## src/fcsm_defines.vh

```
// Behaviour
// Only recognised command sequences start operations; any wrong cycle returns to array read.
// Command and read addresses are captured on the rising edge of address_valid_strobe_n.
// Command write data is captured on the rising edge of the write strobe.
// After power-up the device is in array read, no command needed.
// A bank returns to array read when its embedded program or erase completes.
// Erase suspend puts the bank in erase-suspend-read; other sectors stay readable.
// Program finishing during erase suspend restores reads, suspended sector still excluded.
// Program suspend puts the bank in program-suspend-read; other sectors readable.
// Host writes reset after timeout flag or autoselect to return bank to read.
// Configuration register holds wait states, burst mode, ready setup, synchronous enable.
// Configuration loads by two unlocks, D0h at 555h, then code at 000h.
// Host issues software reset after loading the configuration register.
// Power-up and hardware reset load the default, asynchronous configuration.
// Configuration is not changed while program, erase or sector lock runs.
// Query 40h-42h return P, R, I; 43h-44h return ASCII version digits.
// Query 45h returns 0020h: unlock required, silicon revision in bits 7-2.
// Query 46h returns 0002h; 50h returns 0001h for program suspend.
// Query 4Bh returns 0001h; 4Ch and 51h return 0000h.
// Query 4Fh returns 0003h for top boot, 0002h for bottom boot.
// Query 57h reports four banks; 58h-5Bh report 0020h or 0023h sectors.
// Query 55h and 56h each return 0005h suspend latency exponents.
// Query 52h returns 0008h; 4Ah returns 0020h.
// Configuration unlocks use the common unlock pairs; a mismatch aborts to read.
`ifndef FCSM_DEFINES_VH
`define FCSM_DEFINES_VH
`define FCSM_UNLOCK1_ADDR   12'h555
`define FCSM_UNLOCK1_DATA   8'hAA
`define FCSM_UNLOCK2_ADDR   12'h2AA
`define FCSM_UNLOCK2_DATA   8'h55
`define FCSM_CMD_ADDR       12'h555
`define FCSM_CFG_ADDR       12'h000
`define FCSM_CMD_CFG_SET    8'hD0
`define FCSM_CMD_CFI        8'h98
`define FCSM_CMD_PROGRAM    8'hA0
`define FCSM_CMD_ERASE      8'h80
`define FCSM_CMD_SECTOR_ER  8'h30
`define FCSM_CMD_SUSPEND    8'hB0
`define FCSM_CMD_RESUME     8'h30
`define FCSM_CMD_RESET      8'hF0
`define FCSM_CFG_RESET      16'hBDC8
`define FCSM_CFG_SYNC_BIT   15
`define FCSM_CFI_ADDR       8'h55
`endif

```

## src/fcsm_query_rom.v

```verilog
`timescale 1ns/100ps
`include "fcsm_defines.vh"
module fcsm_query_rom (
    input  wire        top_boot,
    input  wire [7:0]  query_addr,
    output reg  [15:0] query_data
);
    // Extended query table lookup; unlisted addresses read zero.
    always @* begin
        case (query_addr)
            8'h40: query_data = 16'h0050;
            8'h41: query_data = 16'h0052;
            8'h42: query_data = 16'h0049;
            8'h43: query_data = 16'h0031;
            8'h44: query_data = 16'h0034;
            8'h45: query_data = 16'h0020;
            8'h46: query_data = 16'h0002;
            8'h47: query_data = 16'h0001;
            8'h48: query_data = 16'h0000;
            8'h49: query_data = 16'h0008;
            8'h4A: query_data = 16'h0020;
            8'h4B: query_data = 16'h0001;
            8'h4C: query_data = 16'h0000;
            8'h4D: query_data = 16'h0085;
            8'h4E: query_data = 16'h0095;
            8'h4F: query_data = top_boot ? 16'h0003 : 16'h0002;
            8'h50: query_data = 16'h0001;
            8'h51: query_data = 16'h0000;
            8'h52: query_data = 16'h0008;
            8'h53: query_data = 16'h000E;
            8'h54: query_data = 16'h000E;
            8'h55: query_data = 16'h0005;
            8'h56: query_data = 16'h0005;
            8'h57: query_data = 16'h0004;
            8'h58: query_data = top_boot ? 16'h0020 : 16'h0023;
            8'h59: query_data = 16'h0020;
            8'h5A: query_data = 16'h0020;
            8'h5B: query_data = top_boot ? 16'h0023 : 16'h0020;
            default: query_data = 16'h0000;
        endcase
    end
endmodule // fcsm_query_rom

```

## src/fcsm_command_machine.v

```verilog
`timescale 1ns/100ps
`include "fcsm_defines.vh"
module fcsm_command_machine (
    input  wire        clk,
    input  wire        rst,
    input  wire        top_boot,
    input  wire        address_valid_strobe_n,
    input  wire        write_strobe_n,
    input  wire [21:0] bus_addr,
    input  wire [15:0] bus_data,
    input  wire        algo_done,
    input  wire        timeout_flag_bit,
    input  wire        lock_busy,
    output reg  [15:0] config_reg,
    output reg  [1:0]  busy_bank,
    output reg  [2:0]  bank_mode,
    output reg  [21:0] op_addr,
    output reg         program_start,
    output reg         erase_start,
    output reg  [21:0] susp_erase_addr,
    output reg         erase_suspended,
    output reg         query_mode,
    output reg  [15:0] query_data,
    output reg  [21:0] latched_addr,
    output wire        read_allowed
);
    // Sequence states.
    localparam [3:0] S_READ   = 4'd0;
    localparam [3:0] S_UNL1   = 4'd1;
    localparam [3:0] S_UNL2   = 4'd2;
    localparam [3:0] S_CFG    = 4'd3;
    localparam [3:0] S_PGM    = 4'd4;
    localparam [3:0] S_ER1    = 4'd5;
    localparam [3:0] S_ER2    = 4'd6;
    localparam [3:0] S_ER3    = 4'd7;
    localparam [3:0] S_ER4    = 4'd8;
    localparam [3:0] S_QUERY  = 4'd9;
    // Bank operating modes reported on bank_mode.
    localparam [2:0] M_READ    = 3'd0;
    localparam [2:0] M_PGM     = 3'd1;
    localparam [2:0] M_ERASE   = 3'd2;
    localparam [2:0] M_ESR     = 3'd3;
    localparam [2:0] M_PSR     = 3'd4;
    localparam [2:0] M_ESPGM   = 3'd5;
    localparam [2:0] M_TIMEOUT = 3'd6;

    reg        avd_d;
    reg        we_d;
    reg [3:0]  state;
    reg [3:0]  next_state;
    reg [2:0]  next_mode;
    wire       addr_latch;
    wire       data_latch;
    wire [11:0] low_addr;
    wire [7:0] cmd;
    wire [15:0] rom_data;
    wire       operating;
    wire       same_sector;

    assign addr_latch = address_valid_strobe_n & ~avd_d;
    assign data_latch = write_strobe_n & ~we_d;
    assign low_addr   = latched_addr[11:0];
    assign cmd        = bus_data[7:0];
    assign operating  = (bank_mode == M_PGM) || (bank_mode == M_ERASE) || (bank_mode == M_ESPGM);
    assign same_sector = (latched_addr[21:15] == op_addr[21:15]);

    // Reads are refused from a busy bank except outside the held sector while suspended.
    assign read_allowed = (latched_addr[21:20] != busy_bank) || (bank_mode == M_READ) ||
                          (((bank_mode == M_ESR) || (bank_mode == M_ESPGM)) &&
                           (latched_addr[21:15] != susp_erase_addr[21:15])) ||
                          ((bank_mode == M_PSR) && !same_sector);

    fcsm_query_rom u_rom (
        .top_boot   (top_boot),
        .query_addr (latched_addr[7:0]),
        .query_data (rom_data)
    );

    // Strobe edge detection and address capture.
    always @(posedge clk or posedge rst) begin
        if (rst) begin
            avd_d        <= 1'b1;
            we_d         <= 1'b1;
            latched_addr <= 22'h000000;
            query_data   <= 16'h0000;
        end else begin
            avd_d <= address_valid_strobe_n;
            we_d  <= write_strobe_n;
            if (addr_latch) begin
                latched_addr <= bus_addr;
            end
            query_data <= query_mode ? rom_data : 16'h0000;
        end
    end

    // Next-state decode of the command sequence; data cycles only count on the write strobe.
    always @* begin
        next_state = state;
        next_mode  = bank_mode;
        if (algo_done && (bank_mode == M_PGM || bank_mode == M_ERASE)) begin
            next_mode = M_READ;
        end else if (algo_done && bank_mode == M_ESPGM) begin
            next_mode = M_ESR;
        end else if (timeout_flag_bit && operating) begin
            next_mode = M_TIMEOUT;
        end
        if (data_latch) begin
            // Fourth-cycle configuration codes and program data are taken whole, even when they look like reset.
            if (cmd == `FCSM_CMD_RESET && state != S_CFG && state != S_PGM) begin
                next_state = S_READ;
                if (bank_mode == M_TIMEOUT) begin
                    next_mode = erase_suspended ? M_ESR : M_READ;
                end
            end else begin
                case (state)
                    S_READ, S_QUERY: begin
                        if (low_addr == `FCSM_UNLOCK1_ADDR && cmd == `FCSM_UNLOCK1_DATA) begin
                            next_state = S_UNL1;
                        end else if (cmd == `FCSM_CMD_CFI && low_addr[7:0] == `FCSM_CFI_ADDR) begin
                            next_state = S_QUERY;
                        end else if (cmd == `FCSM_CMD_SUSPEND && bank_mode == M_ERASE) begin
                            next_mode = M_ESR;
                        end else if (cmd == `FCSM_CMD_SUSPEND && bank_mode == M_PGM) begin
                            next_mode = M_PSR;
                        end else if (cmd == `FCSM_CMD_RESUME && bank_mode == M_ESR) begin
                            next_mode = M_ERASE;
                        end else if (cmd == `FCSM_CMD_RESUME && bank_mode == M_PSR) begin
                            next_mode = erase_suspended ? M_ESPGM : M_PGM;
                        end else begin
                            next_state = S_READ;
                        end
                    end
                    S_UNL1: begin
                        if (low_addr == `FCSM_UNLOCK2_ADDR && cmd == `FCSM_UNLOCK2_DATA) begin
                            next_state = S_UNL2;
                        end else begin
                            next_state = S_READ;
                        end
                    end
                    S_UNL2: begin
                        if (low_addr != `FCSM_CMD_ADDR) begin
                            next_state = S_READ;
                        end else if (cmd == `FCSM_CMD_CFG_SET) begin
                            next_state = S_CFG;
                        end else if (cmd == `FCSM_CMD_PROGRAM &&
                                     (bank_mode == M_READ || bank_mode == M_ESR)) begin
                            next_state = S_PGM;
                        end else if (cmd == `FCSM_CMD_ERASE && bank_mode == M_READ) begin
                            next_state = S_ER1;
                        end else begin
                            next_state = S_READ;
                        end
                    end
                    S_CFG: begin
                        next_state = S_READ;
                    end
                    S_PGM: begin
                        next_state = S_READ;
                        next_mode  = (bank_mode == M_ESR) ? M_ESPGM : M_PGM;
                    end
                    S_ER1: begin
                        next_state = (low_addr == `FCSM_UNLOCK1_ADDR && cmd == `FCSM_UNLOCK1_DATA) ?
                                     S_ER2 : S_READ;
                    end
                    S_ER2: begin
                        next_state = (low_addr == `FCSM_UNLOCK2_ADDR && cmd == `FCSM_UNLOCK2_DATA) ?
                                     S_ER3 : S_READ;
                    end
                    S_ER3: begin
                        next_state = S_READ;
                        if (cmd == `FCSM_CMD_SECTOR_ER) begin
                            next_mode = M_ERASE;
                        end
                    end
                    default: begin
                        next_state = S_READ;
                    end
                endcase
            end
        end
    end

    // Sequence state, bank mode, configuration and operation launch.
    always @(posedge clk or posedge rst) begin
        if (rst) begin
            state           <= S_READ;
            bank_mode       <= M_READ;
            config_reg      <= `FCSM_CFG_RESET;
            busy_bank       <= 2'b00;
            op_addr         <= 22'h000000;
            susp_erase_addr <= 22'h000000;
            erase_suspended <= 1'b0;
            query_mode      <= 1'b0;
            program_start   <= 1'b0;
            erase_start     <= 1'b0;
        end else begin
            state         <= next_state;
            bank_mode     <= next_mode;
            query_mode    <= (next_state == S_QUERY);
            program_start <= 1'b0;
            erase_start   <= 1'b0;
            if (data_latch && state == S_CFG && low_addr == `FCSM_CFG_ADDR &&
                !operating && !lock_busy) begin
                config_reg <= bus_data;
            end
            if (data_latch && state == S_PGM) begin
                op_addr       <= latched_addr;
                busy_bank     <= latched_addr[21:20];
                program_start <= 1'b1;
            end
            if (data_latch && state == S_ER3 && cmd == `FCSM_CMD_SECTOR_ER) begin
                op_addr     <= latched_addr;
                busy_bank   <= latched_addr[21:20];
                erase_start <= 1'b1;
            end
            if (next_mode == M_ESR && bank_mode == M_ERASE) begin
                susp_erase_addr <= op_addr;
                erase_suspended <= 1'b1;
            end else if (next_mode == M_ERASE || next_mode == M_READ) begin
                erase_suspended <= 1'b0;
            end
        end
    end
endmodule // fcsm_command_machine

```

## config.mk

```make
export PLATFORM = sky130hd
export DESIGN_NAME = fcsm_command_machine
export DESIGN_NICKNAME = d
export VERILOG_FILES = /design/src/fcsm_query_rom.v /design/src/fcsm_command_machine.v
export VERILOG_INCLUDE_DIRS = /design/src
export SDC_FILE = /design/constraint.sdc
export NUM_CORES = 1
export LEC_CHECK = 0
export ABC_AREA = 1
export BUFFER_PORTS_ARGS = -buffer_cell sky130_fd_sc_hd__clkbuf_2
export CELL_PAD_IN_SITES_DETAIL_PLACEMENT = 0
export CELL_PAD_IN_SITES_GLOBAL_PLACEMENT = 2
export CORE_ASPECT_RATIO = 0.7
export CORE_MARGIN = 4
export CORE_UTILIZATION = 30
export CTS_CLUSTER_DIAMETER = 50
export DETAILED_ROUTE_END_ITERATION = 16
export PLACE_DENSITY = 0.82
export SLEW_MARGIN = 20
export SYNTH_ARGS = -nofsm -noshare
export SYNTH_HDL_FRONTEND = slang
export SYNTH_HIERARCHICAL = 1
export SYNTH_SLANG_ARGS = --single-unit
```

## constraint.sdc

```tcl
create_clock -name clk -period 4.15 [get_ports clk]
set_input_delay 0.6225 -clock clk [delete_from_list [all_inputs] [get_ports clk]]
set_output_delay 0.6225 -clock clk [all_outputs]
set_load 0.03 [all_outputs]
```

==> impl_metrics.prom, run 1 <==
# TYPE chip_impl_metric gauge
chip_impl_info{name="worstReg2RegStart",value="bank_mode[2]"} 1
chip_impl_info{name="reg_top3",value="latched_addr: 22 flops, susp_erase_addr: 22 flops, op_addr: 20 flops"} 1
chip_impl_info{name="grt_setup_unrepaired",value="false"} 1
chip_impl_metric{name="hold_buffers",unit=""} 0
chip_impl_metric{name="layout-drive-gt1-share",unit="%"} 26.9
chip_impl_info{name="worst_path_max_delay_cell",value="sky130_fd_sc_hd__nor3_1"} 1
chip_impl_metric{name="post_cts_resized",unit=""} 0
chip_impl_metric{name="rows",unit=""} 41
chip_impl_info{name="critPathMostFrequentCell",value="sky130_fd_sc_hd__nand2_1"} 1
chip_impl_metric{name="fmax_achieved",unit="MHz"} 333
chip_impl_metric{name="finalSetupViolCount",unit=""} 0
chip_impl_metric{name="first_pass_iters",unit=""} 5
chip_impl_metric{name="timing.clock.skew",unit="ps"} 12.9
chip_impl_metric{name="globalRouteOverflowTotal",unit=""} 0
chip_impl_metric{name="cts-buffers-inserted",unit=""} 9
chip_impl_metric{name="area_delta_synth_final",unit="%"} 23.0
chip_impl_metric{name="drv_slew",unit=""} 0
chip_impl_metric{name="syn_area_per_cell",unit="sq um"} 8.09
chip_impl_info{name="dominantRegCellSynth",value="sky130_fd_sc_hd__dfrtp_1"} 1
chip_impl_metric{name="core_region_area",unit="sq mm"} 0.0182
chip_impl_metric{name="dieArea",unit="sq mm"} 0.0209
chip_impl_metric{name="synth_async_reset_ratio",unit="%"} 100
chip_impl_metric{name="grt_pass1_wl",unit="um"} 26700
chip_impl_metric{name="1st_iter_drt_viols",unit=""} 283
chip_impl_metric{name="final.min_clock_period",unit="ps"} 3000
chip_impl_info{name="startpoint",value="bank_mode[2]"} 1
chip_impl_metric{name="htree_num_levels",unit=""} 3
chip_impl_metric{name="worstMarginPinSlew",unit="ps"} 687
chip_impl_metric{name="final_antenna_net_count",unit=""} 0
chip_impl_info{name="critPathKind",value="reg -> reg"} 1
chip_impl_metric{name="ff_latch_count_synth",unit=""} 111
chip_impl_metric{name="timing.critical_path.required",unit="ps"} 4400
chip_impl_metric{name="clock_sinks",unit=""} 111
chip_impl_metric{name="n_antenna_cell",unit=""} 0
chip_impl_metric{name="max-vdd-ir-drop",unit="V"} 0.000244
chip_impl_metric{name="power.leakage",unit="nW"} 3.81
chip_impl_metric{name="floorplan.initialDensity",unit="%"} 30.7
chip_impl_metric{name="synth.distinct_cells",unit=""} 36
chip_impl_metric{name="post_synth_inst_count",unit=""} 690
chip_impl_metric{name="synth.yosys.warnings",unit=""} 6
chip_impl_metric{name="die_width",unit="um"} 171
chip_impl_metric{name="hold_viol",unit=""} 0
chip_impl_metric{name="crit_path_max_fanout",unit=""} 26
chip_impl_metric{name="num-nets-final",unit=""} 884
chip_impl_metric{name="clkSlewWorstSetupHoldPaths",unit="ps"} 80
chip_impl_metric{name="vias_per_cell",unit=""} 4.51
chip_impl_info{name="yosysTopAreaCell",value="sky130_fd_sc_hd__dfrtp_1"} 1
chip_impl_metric{name="place.gp.congestion",unit=""} 0.835
chip_impl_info{name="clockRootBuffer",value="sky130_fd_sc_hd__clkbuf_16"} 1
chip_impl_info{name="library_cell_with_the_highest_instance_count_after_synthesis",value="sky130_fd_sc_hd__nand2_1"} 1
chip_impl_metric{name="port_buffers",unit=""} 153
chip_impl_metric{name="post_cts.repair.setup_buffers",unit=""} 0
chip_impl_info{name="cts_tree",value="done"} 1
chip_impl_info{name="worst_hold_path_class",value="in -> async"} 1
chip_impl_metric{name="grt_antenna_before_repair",unit=""} 0
chip_impl_metric{name="dieHeight",unit="um"} 122
chip_impl_metric{name="top_area_cell_type_share_of_the_netlist_area",unit="%"} 44.8
chip_impl_metric{name="clkLatencyLatePin",unit="ps"} 360
chip_impl_metric{name="synth_enable_flop_cells",unit=""} 0
chip_impl_metric{name="drc_errors",unit=""} 0
chip_impl_info{name="outcome",value="finished, final reports clean"} 1
chip_impl_metric{name="pin_count",unit=""} 154
chip_impl_metric{name="slew_headroom",unit="%"} 53.9
chip_impl_metric{name="period_share",unit="%"} 72.3
chip_impl_metric{name="fraction_of_the_yosys_area_taken_by_sequential_cells",unit="%"} 50.0
chip_impl_metric{name="setup_tns_after_final_layout",unit="ps"} 0
chip_impl_metric{name="timing.max_cap.violations",unit=""} 0
chip_impl_metric{name="post_synthesis_instance_area",unit="sq mm"} 0.00558
chip_impl_metric{name="worst_path_largest_cell_delay",unit="ps"} 550
chip_impl_metric{name="routedWlPerCell",unit="um"} 15.5
chip_impl_metric{name="gr-usage-all-layers",unit="%"} 16.3
chip_impl_info{name="synth.cells.most_frequent",value="sky130_fd_sc_hd__nand2_1 (161), sky130_fd_sc_hd__dfrtp_1 (100), sky130_fd_sc_hd__inv_1 (96)"} 1
chip_impl_metric{name="grt_start_max_net_pins",unit=""} 65
chip_impl_metric{name="worst_ep_arrival_time",unit="ps"} 3250
chip_impl_metric{name="detailedPlacementHpwl",unit="um"} 12600
chip_impl_metric{name="clk_path_buf_depth",unit=""} 2
chip_impl_metric{name="postRouteWirelength",unit="um"} 16700
chip_impl_metric{name="routed-via-count",unit=""} 4865
chip_impl_metric{name="grt_pass1_vias",unit=""} 4859
chip_impl_metric{name="post-route-util",unit="%"} 37.8
chip_impl_metric{name="total_power_consumption",unit="W"} 0.00333
chip_impl_info{name="critical_path.endpoint_type",value="flop"} 1
chip_impl_info{name="synth.area.top_cells",value="sky130_fd_sc_hd__dfrtp_1 (45%), sky130_fd_sc_hd__nand2_1 (11%), sky130_fd_sc_hd__inv_1 (6.5%)"} 1
chip_impl_info{name="cp-start-kind",value="flop"} 1
chip_impl_metric{name="cellPowerDensity",unit="mW/mm^2"} 485
chip_impl_info{name="crit_path_cells",value="inv_1, nor3_1, nand2_1, nand2_1, inv_1, nand2_1, nand3_1, nand2_1, nand2_1, nand2_2, nand3_2, nand2_1, nand2_1"} 1
## area by class of cell
type                            count  area [sq um]
Fill cell                        1941         11300
Sequential cell                   111          2790
Timing Repair Buffer              160           831
Inverter                           97           367
Clock buffer                       10           239
Clock inverter                      6          72.6
Tap cell                          236           295
Multi-Input combinational cell    459          2270
## path summary, 6_finish.rpt
path / to / slack, ps / cells after the start
max: susp_erase_addr[1] / 1150 / 13
min: latched_addr[12] / 320 / 2
max reg2reg: susp_erase_addr[1] / 1150 / 13
min reg2reg: susp_erase_addr[2] / 480 / 2
max in group asynchronous: we_d / 3020 / 3
min in group clk: avd_d / 350 / 1
## per-stage QoR
step	setup slack, ps	instances	area [sq um]	hold WS [ps]
2_1_floorplan	615	697	5610	550
3_3_place_gp	1100	1063	6560	459
3_5_place_dp	1120	1063	6560	462
4_1_cts	1180	1079	6870	341
5_1_grt	761	1079	6870	340
6_report	1150	1079	6870	322
## kinds of logic (layout without fill, tap and decap cells)
kind of cell,Yosys count,count (layout),synth area share [%]
other,1,8,0.0672
AO/OA/AOI/OAI,69,69,6.93
buffers and inverters,127,273,9.77
multiplexers,23,23,4.64
AND/OR/NAND/NOR,349,349,27.0
flip-flops,111,111,50.0
XOR/XNOR,10,10,1.57
## metal layers
layer / GRT usage, % / wire [um] / share of wire [%] / up-vias
met2: 23.3 / 6790 / 41 / 154
met4: 3.66 / 148 / 0.89 / 0
met3: 5.16 / 1240 / 7.4 / 8
met5: 0 / 0 / 0 / -
met1: 24.2 / 8540 / 51 / 2223
li1: - / - / - / 2480
## where the power goes
group | internal (W) | switching, W | leakage, nW | total (W)
clock network | 0.000496 | 0.000439 | 0.156 | 0.000935
logic | 0.000280 | 0.000754 | 2.26 | 0.00103
registers | 0.00121 | 0.000149 | 1.40 | 0.00136
## critical path, delay by kind of cell, from the launching register on
family | cells | cell delay [ps]
buffers and inverters | 2 | 200
AND/OR/NAND/NOR | 11 | 2190
flip-flops | 1 | 470
## cell usage in the layout, fill, tap and decap left out, types with 3 or more instances in the layout
master	n
sky130_fd_sc_hd__nand2_1	161
sky130_fd_sc_hd__clkbuf_2	153
sky130_fd_sc_hd__dfrtp_1	100
sky130_fd_sc_hd__inv_1	95
sky130_fd_sc_hd__nor2_1	88
sky130_fd_sc_hd__nand3_1	36
sky130_fd_sc_hd__nand4_1	36
sky130_fd_sc_hd__a21oi_1	32
sky130_fd_sc_hd__mux2_2	23
sky130_fd_sc_hd__o21ai_0	22
sky130_fd_sc_hd__nor3_1	13
sky130_fd_sc_hd__dfstp_2	11
sky130_fd_sc_hd__clkbuf_16	9
sky130_fd_sc_hd__conb_1	8
sky130_fd_sc_hd__nor2_2	6
sky130_fd_sc_hd__buf_4	6
sky130_fd_sc_hd__xnor2_1	5
sky130_fd_sc_hd__xor2_1	5
sky130_fd_sc_hd__nand2_2	4
sky130_fd_sc_hd__o21ai_1	4
sky130_fd_sc_hd__o22ai_1	3
sky130_fd_sc_hd__inv_6	3
No activity file was read; power rests on OpenSTA's default activity.
==> inputs of run 2 (changes only) <==
--- a/config.mk
+++ b/config.mk
@@ -6,16 +6,16 @@
 export SDC_FILE = /design/constraint.sdc
 export NUM_CORES = 1
 export LEC_CHECK = 0
-export ABC_AREA = 1
+export ABC_AREA = 0
 export BUFFER_PORTS_ARGS = -buffer_cell sky130_fd_sc_hd__clkbuf_2
 export CELL_PAD_IN_SITES_DETAIL_PLACEMENT = 0
 export CELL_PAD_IN_SITES_GLOBAL_PLACEMENT = 2
 export CORE_ASPECT_RATIO = 0.7
 export CORE_MARGIN = 4
-export CORE_UTILIZATION = 30
+export CORE_UTILIZATION = 33
 export CTS_CLUSTER_DIAMETER = 50
 export DETAILED_ROUTE_END_ITERATION = 16
-export PLACE_DENSITY = 0.82
+export PLACE_DENSITY = 0.81
 export SLEW_MARGIN = 20
 export SYNTH_ARGS = -nofsm -noshare
 export SYNTH_HDL_FRONTEND = slang
==> constraint.sdc (replaced) <==
create_clock -name clk -period 2.8 [get_ports clk]
set_input_delay 0.42 -clock clk [delete_from_list [all_inputs] [get_ports clk]]
set_output_delay 0.42 -clock clk [all_outputs]
set_load 0.03 [all_outputs]
==> impl_metrics.prom, run 2 <==
# TYPE chip_impl_metric gauge
chip_impl_info{name="outcome",value="finished, final reports clean"} 1
chip_impl_metric{name="gr-usage-all-layers",unit="%"} 16.6
chip_impl_metric{name="timing.max_cap.violations",unit=""} 0
chip_impl_info{name="layout.cells.most_common",value="sky130_fd_sc_hd__clkbuf_2"} 1
chip_impl_metric{name="layout-drive-gt1-share",unit="%"} 47.1
chip_impl_metric{name="grt_antenna_before_repair",unit=""} 0
chip_impl_metric{name="grt_start_max_net_pins",unit=""} 112
chip_impl_metric{name="first_pass_iters",unit=""} 4
chip_impl_metric{name="die_width",unit="um"} 164
chip_impl_metric{name="post_synthesis_instance_area",unit="sq mm"} 0.00562
chip_impl_metric{name="top_area_cell_type_share_of_the_netlist_area",unit="%"} 44.5
chip_impl_metric{name="worst-r2r-setup-slack",unit="ps"} 200
chip_impl_info{name="clockRootBuffer",value="sky130_fd_sc_hd__clkbuf_16"} 1
chip_impl_metric{name="synth_async_reset_ratio",unit="%"} 100
chip_impl_metric{name="finalSetupViolCount",unit=""} 0
chip_impl_metric{name="grt_pass1_wl",unit="um"} 24900
chip_impl_info{name="reg_top3",value="latched_addr: 22 flops, susp_erase_addr: 22 flops, op_addr: 20 flops"} 1
chip_impl_metric{name="holdWs",unit="ps"} 146
chip_impl_metric{name="synth_enable_flop_cells",unit=""} 0
chip_impl_metric{name="dieArea",unit="sq mm"} 0.0192
chip_impl_metric{name="postRouteWirelength",unit="um"} 15700
chip_impl_metric{name="cellPowerDensity",unit="mW/mm^2"} 523
chip_impl_metric{name="globalRouteOverflowTotal",unit=""} 0
chip_impl_metric{name="pin_count",unit=""} 154
chip_impl_metric{name="max-vdd-ir-drop",unit="V"} 0.000250
chip_impl_metric{name="num-nets-final",unit=""} 705
chip_impl_metric{name="fraction_of_the_yosys_area_taken_by_sequential_cells",unit="%"} 49.7
chip_impl_metric{name="post_cts_resized",unit=""} 0
chip_impl_metric{name="post_synth_inst_count",unit=""} 497
chip_impl_metric{name="globalRouteMet1Util",unit="%"} 24.3
chip_impl_metric{name="dp_worst_setup_slack",unit="ps"} -82.7
chip_impl_metric{name="global_route.usage.met2",unit="%"} 24.2
chip_impl_metric{name="power.leakage",unit="nW"} 3.41
chip_impl_info{name="grt_setup_unrepaired",value="false"} 1
chip_impl_metric{name="routedWlPerCell",unit="um"} 17.7
chip_impl_metric{name="synth.distinct_cells",unit=""} 67
chip_impl_metric{name="clkSlewWorstSetupHoldPaths",unit="ps"} 80
chip_impl_metric{name="synth.yosys.warnings",unit=""} 6
chip_impl_metric{name="cts-buffers-inserted",unit=""} 9
chip_impl_metric{name="grt_pass1_vias",unit=""} 4422
chip_impl_metric{name="1st_iter_drt_viols",unit=""} 232
chip_impl_metric{name="post-route-util",unit="%"} 43.1
chip_impl_metric{name="hold_viol",unit=""} 0
chip_impl_metric{name="core_region_area",unit="sq mm"} 0.0165
chip_impl_metric{name="rows",unit=""} 39
chip_impl_info{name="dominantRegCellSynth",value="sky130_fd_sc_hd__dfrtp_1"} 1
chip_impl_info{name="library_cell_with_the_highest_instance_count_after_synthesis",value="sky130_fd_sc_hd__dfrtp_1"} 1
chip_impl_metric{name="fmax_achieved",unit="MHz"} 385
chip_impl_metric{name="worstMarginPinSlew",unit="ps"} 741
chip_impl_info{name="grt_busiest_layer",value="met1"} 1
chip_impl_metric{name="clkLatencyLatePin",unit="ps"} 360
chip_impl_metric{name="drv_slew",unit=""} 0
chip_impl_metric{name="detailedPlacementHpwl",unit="um"} 11600
chip_impl_info{name="cp-start-kind",value="flop"} 1
chip_impl_metric{name="ff_latch_count_synth",unit=""} 111
chip_impl_metric{name="timing.clock.skew",unit="ps"} 14.7
chip_impl_metric{name="dieHeight",unit="um"} 117
chip_impl_metric{name="globalRouteMet3Util",unit="%"} 5.25
chip_impl_metric{name="routed-via-count",unit=""} 4452
chip_impl_metric{name="post_cts.repair.setup_buffers",unit=""} 0
chip_impl_metric{name="syn_area_per_cell",unit="sq um"} 11.3
chip_impl_metric{name="drc_errors",unit=""} 0
chip_impl_info{name="critPathKind",value="reg -> reg"} 1
chip_impl_metric{name="final_antenna_net_count",unit=""} 0
chip_impl_info{name="cts_tree",value="done"} 1
chip_impl_info{name="layout.cells.most_common_list",value="sky130_fd_sc_hd__clkbuf_2 (153), sky130_fd_sc_hd__dfrtp_1 (100), sky130_fd_sc_hd__mux2_2 (80)"} 1
chip_impl_metric{name="fill_cells",unit=""} 1611
chip_impl_metric{name="vias_per_cell",unit=""} 5.01
chip_impl_metric{name="timing.final.ws_setup",unit="ps"} 204
chip_impl_metric{name="crit_path_max_fanout",unit=""} 20
chip_impl_metric{name="floorplan.initialDensity",unit="%"} 34.1
chip_impl_metric{name="timing.critical_path.required",unit="ps"} 3050
chip_impl_info{name="worst_hold_path_class",value="in -> reg"} 1
chip_impl_metric{name="clock_sinks",unit=""} 111
chip_impl_metric{name="n_antenna_cell",unit=""} 0
chip_impl_info{name="critical_path.endpoint_type",value="flop"} 1
chip_impl_metric{name="worst_ep_arrival_time",unit="ps"} 2840
chip_impl_metric{name="port_buffers",unit=""} 153
chip_impl_metric{name="slew_headroom",unit="%"} 49.9
chip_impl_metric{name="final.min_clock_period",unit="ps"} 2600
chip_impl_metric{name="htree_num_levels",unit=""} 3
chip_impl_info{name="synth.area.top_cells",value="sky130_fd_sc_hd__dfrtp_1 (45%), sky130_fd_sc_hd__mux2_2 (16%), sky130_fd_sc_hd__dfstp_2 (5.1%)"} 1
chip_impl_info{name="synth.cells.most_frequent",value="sky130_fd_sc_hd__dfrtp_1 (100), sky130_fd_sc_hd__mux2_2 (80), sky130_fd_sc_hd__a21oi_1 (22)"} 1
chip_impl_metric{name="area_delta_synth_final",unit="%"} 26.4
chip_impl_metric{name="clk_path_buf_depth",unit=""} 2
chip_impl_info{name="yosysTopAreaCell",value="sky130_fd_sc_hd__dfrtp_1"} 1
chip_impl_metric{name="period_share",unit="%"} 92.7
chip_impl_metric{name="place.gp.congestion",unit=""} 0.885
chip_impl_metric{name="hold_buffers",unit=""} 0
## run 2: changes by cell type after synthesis, sizes merged, moves of 13 or more
cell | previous run | this run
nand4 | 36 | 7
nor4 | 1 | 14
mux2 | 23 | 82
and2 | 0 | 20
o21ai | 27 | 12
nand3 | 37 | 9
nand2 | 165 | 21
clkbuf | 9 | 22
nor2 | 95 | 18
inv | 97 | 5
## run 2: path summary, 6_finish.rpt
check | cells past startpoint | startpoint | endpoint
max in group asynchronous | 3 | rst | erase_start
setup reg to reg | 5 | state[1] | susp_erase_addr[8]
setup / recovery | 5 | state[1] | susp_erase_addr[8]
min in group asynchronous | 3 | rst | query_data[6]
hold reg to reg | 1 | susp_erase_addr[11] | susp_erase_addr[11]
hold / removal | 1 | address_valid_strobe_n | avd_d
## run 2: layer usage
layer,part of all wire (%),vias up
met5,0,-
met4,0.63,0
met2,44,134
met1,48,2206
met3,7.9,8
li1,-,2104
## run 2: cell families (layout without fill, tap and decap cells)
group / count (synthesis) / in the layout / share of synthesized area [%]
compound gates: 72 / 72 / 8.57
xor+xnor: 20 / 20 / 3.12
buf+inv: 51 / 211 / 4.61
flops: 111 / 111 / 49.7
mux: 84 / 84 / 16.8
other cells: 1 / 8 / 0.0667
simple gates: 158 / 158 / 17.2
## run 2: where the power goes
group          leakage [nW]  internal [W]  switching, W
Combinational          1.81      0.000235      0.000416
Clock                 0.153      0.000644      0.000679
Sequential             1.45       0.00166     0.0000784
Total                  3.41       0.00254       0.00117
## run 2: stage by stage
stage               area [sq um]  std cells  setup TNS, ps  total power, W
detailed placement          6790        873          -1270         0.00242
finish                      7100        889              0         0.00371
global route                7100        889              0         0.00389
CTS                         7100        889              0         0.00376
global placement            6790        873           -147         0.00241
floorplan                   5650        504              0         0.00220
## run 2: worst max-delay path, stage by stage (launching register included)
cell	delay, ps
sky130_fd_sc_hd__dfrtp_1	460
sky130_fd_sc_hd__or4b_2	750
sky130_fd_sc_hd__and4bb_2	340
sky130_fd_sc_hd__nor4_4	360
sky130_fd_sc_hd__buf_12	220
sky130_fd_sc_hd__mux2_2	360
## run 2: final cells by class
class / count / area (sq um) / area share [%]
clock buffer: 9 / 225 / 3.17
clock inverter: 7 / 82.6 / 1.16
tap: 225 / 282 / 3.96
inverter: 5 / 22.5 / 0.317
timing repair buffer: 190 / 1090 / 15.4
multi-input combinational: 342 / 2600 / 36.7
sequential: 111 / 2790 / 39.3
